### config.mk
export PLATFORM = sky130hd
export DESIGN_NAME = sts_timer_subsystem
export DESIGN_NICKNAME = d
export VERILOG_FILES = /design/src/rtl/sts_pkg.sv /design/src/rtl/sts_tick_if.sv /design/src/rtl/sts_rate_gen.sv /design/src/rtl/sts_timer_subsystem.sv
export VERILOG_INCLUDE_DIRS = /design/src /design/src/rtl
export SDC_FILE = /design/constraint.sdc
export NUM_CORES = 2
export LEC_CHECK = 0
export BUFFER_PORTS_ARGS = -buffer_cell sky130_fd_sc_hd__buf_2
export CORE_MARGIN = 3
export CORE_UTILIZATION = 30
export CTS_BUF_LIST = sky130_fd_sc_hd__clkbuf_4
export CTS_CLUSTER_DIAMETER = 200
export DETAILED_ROUTE_END_ITERATION = 8
export GPL_TIMING_DRIVEN = 0
export PLACE_DENSITY_LB_ADDON = 0.12
export REMOVE_ABC_BUFFERS = 1
export SYNTH_ARGS = -nofsm -noshare
export SYNTH_HDL_FRONTEND = slang
export SYNTH_SLANG_ARGS = --single-unit
### constraint.sdc
create_clock -name ref_clk -period 48.4 [get_ports ref_clk]
set_input_delay 9.68 -clock ref_clk [delete_from_list [all_inputs] [get_ports ref_clk]]
set_output_delay 9.68 -clock ref_clk [all_outputs]
set_load 0.1 [all_outputs]
### src/rtl/sts_defines.svh
// Purpose: Named constants for the system timer subsystem.
// Assumes: One 250 MHz reference clock; slower rates come from phase accumulators.
// Notes: How it works
`ifndef STS_DEFINES_SVH
`define STS_DEFINES_SVH

`define STS_REF_HZ 64'd250000000
`define STS_LF_HZ 64'd32768
`define STS_HF_HZ 64'd48000000
`define STS_RAT_HZ 64'd4000000
`define STS_WDT_HZ 64'd1500000
`define STS_PHASE_ONE 64'h0000000100000000
`define STS_STEP(f) (32'((f) * `STS_PHASE_ONE / `STS_REF_HZ))

`define STS_RTC_W 70
`define STS_RTC_CH 3
`define STS_INC_W 32
`define STS_RAT_W 32
`define STS_RAT_SRC_W 48
`define STS_RAT_MUL_W 70
`define STS_RAT_SCALE 22'd4000000
`define STS_RAT_FRAC_LSB 32
`define STS_GPT_HALVES 8
`define STS_GPT_TIMERS 4
`define STS_HALF_W 16
`define STS_WDT_W 32

`endif

### src/rtl/sts_pkg.sv
// Purpose: Types shared by the system timer subsystem.
// Assumes: Codes are one-hot.
// Notes: None.
package sts_pkg;
   typedef enum logic [3:0] {
      STS_PM_ACTIVE = 4'h1,
      STS_PM_IDLE = 4'h2,
      STS_PM_STANDBY = 4'h4,
      STS_PM_SHUTDOWN = 4'h8
   } sts_power_t;

   typedef enum logic [4:0] {
      STS_GPT_ONESHOT = 5'h01,
      STS_GPT_PERIODIC = 5'h02,
      STS_GPT_PWM = 5'h04,
      STS_GPT_EDGE_TIME = 5'h08,
      STS_GPT_EDGE_COUNT = 5'h10
   } sts_gpt_mode_t;

   typedef enum logic [2:0] {
      STS_WDT_OFF = 3'h1,
      STS_WDT_RUN = 3'h2,
      STS_WDT_WARNED = 3'h4
   } sts_wdt_state_t;
endpackage : sts_pkg

### src/rtl/sts_tick_if.sv
// Purpose: Carries one rate-enable pulse between modules.
// Assumes: Same clock on both sides.
// Notes: None.
`timescale 1ns/1ps
`default_nettype none
interface sts_tick_if;
   logic tick;
   modport src (output tick);
   modport dst (input tick);
endinterface : sts_tick_if
`default_nettype wire

### src/rtl/sts_rate_gen.sv
// Purpose: Phase-accumulator enable generator for a slower rate.
// Assumes: STEP is rate times two to the 32 over the reference rate.
// Notes: Jitter is one reference cycle; the average rate is exact to 32 bits.
`timescale 1ns/1ps
`default_nettype none
module sts_rate_gen import sts_pkg::*; #(
   parameter logic [31:0] STEP = 32'h00000001
) (
   input wire logic ref_clk,
   input wire logic reset,
   sts_tick_if.src tickOut
);
   logic [31:0] phase;
   logic carry;
   wire [32:0] next_phase = {1'b0, phase} + {1'b0, STEP};

   always_ff @(posedge ref_clk or posedge reset) begin
      if (reset) begin
         phase <= 32'h00000000;
         carry <= 1'b0;
      end else begin
         phase <= next_phase[31:0];
         carry <= next_phase[32];
      end
   end

   assign tickOut.tick = carry;
endmodule : sts_rate_gen
`default_nettype wire

### src/rtl/sts_timer_subsystem.sv
// Purpose: Real-time counter, general-purpose timers, radio timer and watchdog.
// Assumes: All inputs synchronous to ref_clk; control arrives on plain ports.
// Notes: Event outputs are one-cycle pulses toward the event fabric.
`timescale 1ns/1ps
`default_nettype none
`include "sts_defines.svh"
module sts_timer_subsystem import sts_pkg::*; (
   input wire logic ref_clk,
   input wire logic reset,
   input wire sts_power_t powerMode,
   input wire logic debugHalt,
   input wire logic rtcEnable,
   input wire logic rtcRunInDebug,
   input wire logic [`STS_INC_W-1:0] rtcIncrement,
   input wire logic [`STS_RTC_CH-1:0] rtcChannelEnable,
   input wire logic [`STS_RTC_CH-1:0][`STS_RTC_W-1:0] rtcCompare,
   output logic [`STS_RTC_W-1:0] rtcCount,
   output logic [`STS_RTC_CH-1:0] rtcEvent,
   output logic wakeRequest,
   input wire logic radioOn,
   output logic [`STS_RAT_W-1:0] radioTime,
   input wire logic [`STS_GPT_HALVES-1:0] gptEnable,
   input wire logic [`STS_GPT_TIMERS-1:0] gptSplit,
   input wire sts_gpt_mode_t [`STS_GPT_HALVES-1:0] gptMode,
   input wire logic [`STS_GPT_HALVES-1:0][`STS_HALF_W-1:0] gptLoad,
   input wire logic [`STS_GPT_HALVES-1:0][`STS_HALF_W-1:0] gptMatch,
   input wire logic [`STS_GPT_HALVES-1:0] fabricIn,
   output logic [`STS_GPT_HALVES-1:0] gptTimeout,
   output logic [`STS_GPT_HALVES-1:0] pwmOut,
   output logic [`STS_GPT_HALVES-1:0][`STS_HALF_W-1:0] gptCount,
   output logic [`STS_GPT_HALVES-1:0][`STS_HALF_W-1:0] gptCapture,
   input wire logic wdtEnable,
   input wire logic [`STS_WDT_W-1:0] wdtReload,
   input wire logic wdtKick,
   input wire logic wdtIntClear,
   input wire logic wdtResetEnable,
   output logic wdtInterrupt,
   output logic wdtResetReq
);

   // Rate enables
   sts_tick_if lfTick ();
   sts_tick_if hfTick ();
   sts_tick_if ratTick ();
   sts_tick_if wdtTick ();

   sts_rate_gen #(.STEP(`STS_STEP(`STS_LF_HZ))) lfGen (
      .ref_clk(ref_clk),
      .reset(reset),
      .tickOut(lfTick)
   );
   sts_rate_gen #(.STEP(`STS_STEP(`STS_HF_HZ))) hfGen (
      .ref_clk(ref_clk),
      .reset(reset),
      .tickOut(hfTick)
   );
   sts_rate_gen #(.STEP(`STS_STEP(`STS_RAT_HZ))) ratGen (
      .ref_clk(ref_clk),
      .reset(reset),
      .tickOut(ratTick)
   );
   sts_rate_gen #(.STEP(`STS_STEP(`STS_WDT_HZ))) wdtGen (
      .ref_clk(ref_clk),
      .reset(reset),
      .tickOut(wdtTick)
   );

   wire inShutdown = (powerMode == STS_PM_SHUTDOWN);
   wire inStandby = (powerMode == STS_PM_STANDBY);
   wire gptPowered = (powerMode == STS_PM_ACTIVE) || (powerMode == STS_PM_IDLE);

   // Real-time counter
   wire rtcStep = lfTick.tick && rtcEnable && !inShutdown
      && (!debugHalt || rtcRunInDebug);
   wire [`STS_RTC_W-1:0] next_rtcCount = rtcCount + `STS_RTC_W'(rtcIncrement);
   logic [`STS_RTC_CH-1:0] rtcHit;

   // Crossing test, since a large increment may step over the exact value
   generate
      for (genvar c = 0; c < `STS_RTC_CH; c++) begin : gRtcCh
         assign rtcHit[c] = rtcStep && rtcChannelEnable[c]
            && (rtcCount < rtcCompare[c]) && (next_rtcCount >= rtcCompare[c]);
      end
   endgenerate

   always_ff @(posedge ref_clk or posedge reset) begin
      if (reset) begin
         rtcCount <= '0;
         rtcEvent <= '0;
         wakeRequest <= 1'b0;
      end else begin
         if (rtcStep) begin
            rtcCount <= next_rtcCount;
         end
         rtcEvent <= rtcHit;
         wakeRequest <= (|rtcHit) && inStandby;
      end
   end

   // Radio timer: low 16 bits of whole seconds and fraction of the counter scaled to 4 MHz ticks
   logic radioOnPrev;
   wire radioSwitch = radioOn ^ radioOnPrev;
   wire [`STS_RAT_MUL_W-1:0] ratProduct = rtcCount[`STS_RAT_SRC_W-1:0] * `STS_RAT_SCALE;
   wire [`STS_RAT_W-1:0] ratFromRtc = ratProduct[`STS_RAT_FRAC_LSB +: `STS_RAT_W];

   // Timer is only stepped while the radio is on; each on or off change reloads it from the real-time counter
   always_ff @(posedge ref_clk or posedge reset) begin
      if (reset) begin
         radioOnPrev <= 1'b0;
         radioTime <= '0;
      end else begin
         radioOnPrev <= radioOn;
         if (radioSwitch) begin
            radioTime <= ratFromRtc;
         end else if (radioOn && ratTick.tick) begin
            radioTime <= radioTime + `STS_RAT_W'(1);
         end
      end
   end

   // General-purpose timers, one half per loop pass
   logic [`STS_GPT_HALVES-1:0] fabricPrev;
   logic [`STS_GPT_HALVES-1:0] halfStep;
   logic [`STS_GPT_HALVES-1:0] halfZero;
   logic [`STS_GPT_HALVES-1:0] halfDone;

   always_ff @(posedge ref_clk or posedge reset) begin
      if (reset) begin
         fabricPrev <= '0;
      end else begin
         fabricPrev <= fabricIn;
      end
   end

   generate
      for (genvar h = 0; h < `STS_GPT_HALVES; h++) begin : gHalf
         localparam int LO = h - (h % 2);
         localparam int PART = h ^ 1;
         localparam bit UPPER = (h % 2) == 1;
         wire joined = !gptSplit[h / 2];
         wire useLo = joined && UPPER;
         wire sts_gpt_mode_t mode = useLo ? gptMode[LO] : gptMode[h];
         wire en = useLo ? gptEnable[LO] : gptEnable[h];
         wire srcIdx = useLo;
         wire edgeSeen = srcIdx ? (fabricIn[LO] && !fabricPrev[LO])
                                : (fabricIn[h] && !fabricPrev[h]);
         wire baseTick = (mode == STS_GPT_EDGE_COUNT) ? edgeSeen : hfTick.tick;
         wire ownStep = gptPowered && en && !halfDone[h] && baseTick;
         wire wholeZero = halfZero[h] && (!joined || halfZero[PART]);
         wire wrap = halfStep[h] && wholeZero;
         wire [2*`STS_HALF_W-1:0] pairCnt = {gptCount[LO + 1], gptCount[LO]};
         wire [2*`STS_HALF_W-1:0] pairMatch = {gptMatch[LO + 1], gptMatch[LO]};
         wire pwmLevel = joined ? (!UPPER && (pairCnt < pairMatch))
                                : (gptCount[h] < gptMatch[h]);

         // Upper half of a joined pair borrows from the lower half
         assign halfStep[h] = useLo ? (halfStep[LO] && halfZero[LO]) : ownStep;
         assign halfZero[h] = (gptCount[h] == '0);

         always_ff @(posedge ref_clk or posedge reset) begin
            if (reset) begin
               gptCount[h] <= '0;
               gptCapture[h] <= '0;
               gptTimeout[h] <= 1'b0;
               pwmOut[h] <= 1'b0;
               halfDone[h] <= 1'b0;
            end else begin
               if (!en) begin
                  gptCount[h] <= gptLoad[h];
               end else if (wrap) begin
                  if (mode != STS_GPT_ONESHOT) begin
                     gptCount[h] <= gptLoad[h];
                  end
               end else if (halfStep[h]) begin
                  gptCount[h] <= gptCount[h] - `STS_HALF_W'(1);
               end
               if (!en) begin
                  halfDone[h] <= 1'b0;
               end else if (wrap && mode == STS_GPT_ONESHOT) begin
                  halfDone[h] <= 1'b1;
               end
               if (en && gptPowered && edgeSeen && mode == STS_GPT_EDGE_TIME) begin
                  gptCapture[h] <= gptCount[h];
               end
               gptTimeout[h] <= wrap && (!joined || UPPER);
               pwmOut[h] <= en && (mode == STS_GPT_PWM) && pwmLevel;
            end
         end
      end
   endgenerate

   // Watchdog
   sts_wdt_state_t wdtState;
   sts_wdt_state_t next_wdtState;
   logic [`STS_WDT_W-1:0] wdtCount;
   wire wdtCounting = wdtTick.tick && !inStandby && !inShutdown && !debugHalt;
   wire wdtExpire = wdtCounting && (wdtCount == '0) && (wdtState != STS_WDT_OFF);
   wire wdtReset = wdtExpire && (wdtState == STS_WDT_WARNED) && wdtResetEnable;

   // Enable is only looked at while off, so software cannot stop it
   always_comb begin
      next_wdtState = wdtState;
      case (wdtState)
         STS_WDT_OFF: begin
            if (wdtEnable) begin
               next_wdtState = STS_WDT_RUN;
            end
         end
         STS_WDT_RUN: begin
            if (wdtExpire) begin
               next_wdtState = STS_WDT_WARNED;
            end
         end
         STS_WDT_WARNED: begin
            // A timeout in the clearing cycle keeps the interrupt pending
            if (wdtIntClear && !wdtExpire) begin
               next_wdtState = STS_WDT_RUN;
            end
         end
         default: begin
            next_wdtState = STS_WDT_OFF;
         end
      endcase
   end

   always_ff @(posedge ref_clk or posedge reset) begin
      if (reset) begin
         wdtState <= STS_WDT_OFF;
         wdtCount <= '0;
         wdtResetReq <= 1'b0;
      end else begin
         wdtState <= next_wdtState;
         if (wdtState == STS_WDT_OFF || wdtKick || wdtExpire) begin
            wdtCount <= wdtReload;
         end else if (wdtCounting) begin
            wdtCount <= wdtCount - `STS_WDT_W'(1);
         end
         wdtResetReq <= wdtReset;
      end
   end

   assign wdtInterrupt = (wdtState == STS_WDT_WARNED);

endmodule : sts_timer_subsystem
`default_nettype wire

==> reports/qor.csv <==
stage,metric,value,unit
outcome,status,"complete, no violations",
route,DRT Wirelength,203000,um
timing,period utilization,0.328,
setup_path,Setup crit start kind,primary input,
timing,setup violators final,0,
logic_synthesis,Cell variety after synth,98,
placement,PortBufs,986,
min_path,hold depth,1,
route,WL per Instance,22.5,um
power_and_ir_drop,Max VDD drop,0.0000248,V
setup_path,Arrival @ worst endpoint,17.03,ns
route,Vias/cell,5.00,
setup_path,CP Capture Type,flip-flop,
floorplan,row cnt,150,
clock_network,CTS tree,done,
global_route,pin count of the biggest net entering global routing,108,
route,Post-DRT Antenna Nets,0,
clock_network,total CTS buffers,183,
job,Max-Cap Viols,0,
clock_network,CTS sink cnt,558,
global_route,global-route wire length before repair,298000,um
route,# DRC,0,
min_path,Hold Crit Class,reg2reg,
logic_synthesis,Synth Area per Inst,9.02,um^2
setup_path,cells along the critical path,"buf_2, ha_1, a2111oi_0, o21ai_0, a31o_2, a211o_1, a21oi_1, o21ai_0, nand2_1, nor2_1, xnor2_1, ha_1, nand4_1, nor4_1, a31oi_1, a21boi_0, nor4_1, a31oi_1, nor3_1, nor3_1, o311a_1",
timing,final setup skew,0.0949,ns
logic_synthesis,synth warn,0,
logic_synthesis,Post-synth top flop,dfrtp_1,
setup_path,max incr delay on CP,1.01,ns
clock_network,Resize count post-CTS,0,
timing,"Slew Viols, Final",0,
min_path,hold_sp,wdtGen.phase[0],
timing,final worst setup slack,32.52,ns
setup_path,R2R Path Start,rtcCount[4],
clock_network,hold bufs inserted after CTS,0,
finish,Final Net Count,8259,
floorplan,num ports,987,
setup_path,reg2reg path depth,20,
timing,final hold vios,0,
route,DRT iter0 DRCs,2457,
clock_network,CTS clock-pin slew for the worst setup and hold paths,0.06,ns
setup_path,Max Fanout on Critical Path,21,
min_path,WHS Endpoint,wdtGen.phase[0],
logic_synthesis,Synth Register Bits,558,
logic_synthesis,"EDFF count, synth",0,
logic_synthesis,sequential element share of the synthesized area,0.276,
power_and_ir_drop,Leak,31.0,nW
placement,pre-CTS WS,31.19,ns
logic_synthesis,Post-Syn Area,0.0505,mm^2
finish,"Design Area, Final",0.0604,mm^2
setup_path,reg2reg setup slack,40.25,ns
global_route,number of global-route vias before repair,45800,
global_route,antenna violations before repair,91,
power_and_ir_drop,Power Density,26.0,mW/mm^2
clock_network,number of H-tree levels,4,
clock_network,Root Buffer,clkbuf_4,
route,vias,45300,
logic_synthesis,Synth Instances,5601,
finish,share of post-route cells with drive strength above 1,0.215,
clock_network,Worst-Skew Late Latency,1.21,ns
placement,dpl cell area,0.0580,mm^2
setup_path,critical path required time,49.54,ns
timing,worst-margin pin slew,1.43,ns
placement,DP HPWL,165000,um
timing,RSZ-0062 raised after global routing,false,
floorplan,Chip Width,416,um
timing,Fin Setup TNS,0,ns
timing,Tmin final,15.88,ns
global_route,gr usage total,0.230,
finish,area delta synth->final,19.6,%
logic_synthesis,async set-reset flop share out of synthesis,1.00,
timing,Max Freq,0.0630,GHz
floorplan,starting density of the core,0.302,
floorplan,Die Area,0.173,mm^2
setup_path,CP Class,in2reg,
setup_path,CP top delay family,compound AO/OA/AOI/OAI gates,
global_route,grt total ovfl,0,
clock_network,postcts setup bufs,0,
setup_path,CP bufs+invs,1,
timing,Relative slew margins,0.0476,
finish,fill count,17400,
setup_path,worst reg2reg path endpoint,wakeRequest,
floorplan,core box area,0.167,mm^2
clock_network,Clock Tree Buf Depth,3,
route,DRT Pass-1 Iters,7,
floorplan,die height,416,um
placement,routability cong.,0.912,
setup_path,slowest CP cell,nor4_1,
-- power by group --
group / internal, mW / switching, mW / leakage (nW)
Combinational: 0.135 / 0.356 / 22.7
Sequential: 0.500 / 0.0626 / 6.92
Clock: 0.265 / 0.250 / 1.38
Total: 0.901 / 0.669 / 31.0
-- flip-flops by register name, indices dropped and copies added (netlist names), 3 cells and up --
name / flops
wdtGen.phase: 32
lfGen.phase: 32
pwmOut: 8
radioTime: 32
gptCapture: 128
gptCount: 128
rtcCount: 70
fabricPrev: 8
wdtCount: 32
gptTimeout: 8
wdtState: 3
ratGen.phase: 30
halfDone: 8
hfGen.phase: 29
rtcEvent: 3
-- Yosys cell counts (all sizes together) (13+ instances only) --
library cell,instances,area [um^2]
nand3,107,536
nor4b,14,129
inv,740,2780
a21o,161,1210
a21oi,399,2000
or3,44,285
nor3,158,817
nand3b,17,128
mux2i,18,180
a221oi,13,120
nor3b,26,195
ha,770,9630
and4,15,131
xor2,121,1060
o22ai,30,200
clkbuf,62,234
o21bai,18,135
xnor2,197,1730
mux2,118,1330
o21ai,434,2190
nand2,358,1350
nor2,333,1260
a31oi,20,125
o21a,33,248
buf,53,362
or2,15,93.8
a211oi,36,270
o211ai,21,158
nor4,59,427
dfrtp,557,13900
nand4,143,895
nand2b,54,338
nor2b,52,325
and2,16,100
and3,40,250
fa,205,4100
-- cells in the final DEF (no fill, tap or decap), drive strengths merged, types with 12 or more instances in the layout --
master  synthesis  final
buf            53   1006
ha            770    770
inv           740    745
dfrtp         557    557
o21ai         434    434
a21oi         399    399
nand2         358    358
nor2          333    333
clkbuf         62    256
fa            205    205
xnor2         197    197
a21o          161    161
nor3          158    158
nand4         143    143
xor2          121    121
mux2          118    118
nand3         107    107
nor4           59     59
clkinv          0     56
nand2b         54     54
nor2b          52     52
or3            44     44
diode           0     40
and3           40     40
a211oi         36     36
o21a           33     33
o22ai          30     30
nor3b          26     26
o211ai         21     21
a31oi          20     20
o21bai         18     18
mux2i          18     18
nand3b         17     17
and2           16     16
and4           15     15
or2            15     15
nor4b          14     14
a221oi         13     13
a211o          12     12
o31ai          12     12
-- cell type report --
cell class | instances | area, um^2 | share of cell area
well taps | 2204 | 2760 | 0.0456
multi-input cells | 4188 | 33300 | 0.550
inverters | 740 | 2790 | 0.0461
clock inverters | 65 | 394 | 0.00652
repair buffers | 1006 | 5250 | 0.0869
diodes | 40 | 100 | 0.00166
clock buffers | 256 | 1920 | 0.0318
flip-flops and latches | 558 | 14000 | 0.231
-- logic make-up after synthesis --
| group | share of synthesized area |
|---|---|
| compound gates | 0.152 |
| xor+xnor | 0.0551 |
| fa+ha+maj | 0.272 |
| buf+inv | 0.0667 |
| flops | 0.276 |
| mux | 0.0299 |
| simple gates | 0.149 |
-- metrics by stage --
step | power (mW) | cells | hold WS, ns | util
2_1_floorplan | 0.912 | 5486 | 0.406 | -
3_3_place_gp | 1.06 | 8676 | 0.418 | 0.345
3_5_place_dp | 1.06 | 8696 | 0.421 | 0.347
4_1_cts | 1.60 | 9017 | 0.451 | 0.361
5_1_grt | 1.67 | 9041 | 0.479 | 0.361
6_report | 1.57 | 9057 | 0.448 | 0.361
-- per-layer routing --
metal	track usage	part of all wire	vias to the layer above
li1	-	-	21900
met1	0.263	0.40	21700
met2	0.395	0.49	1267
met3	0.0555	0.057	397
met4	0.121	0.054	36
met5	0	0.0010	-
-- worst max path at each step --
| stage | startpoint | end | slack, ns | cells after the start |
|---|---|---|---|---|
| 6_report | rtcIncrement[4] | wakeRequest | 32.52 | 21 |
| 3_3_place_gp | reset | wdtCount[4] | 13.49 | 2 |
| 5_1_grt | rtcIncrement[4] | wakeRequest | 32.36 | 21 |
| 2_1_floorplan | reset | fabricPrev[0] | 23.12 | 1 |
| 3_5_place_dp | rtcIncrement[4] | wakeRequest | 31.19 | 21 |
| 4_1_cts | rtcIncrement[4] | wakeRequest | 32.62 | 21 |
-- worst reg2reg max path, cell delays in order, from the launching register on --
cell       delay, ns
dfrtp_1         0.80
ha_1            0.40
a2111oi_0       0.49
o21ai_0         0.25
a31o_2          0.32
a211o_1         0.38
a21oi_1         0.45
o21ai_0         0.30
nand2_1         0.67
nor2_1          0.15
xnor2_1         0.43
ha_1            0.21
nand4_1         0.19
nor4_1          1.01
a31oi_1         0.36
a21boi_0        0.28
nor4_1          0.11
a31oi_1         0.32
nor3_1          0.14
nor3_1          0.56
o311a_1         0.27
(Power assumes the default switching activity.)
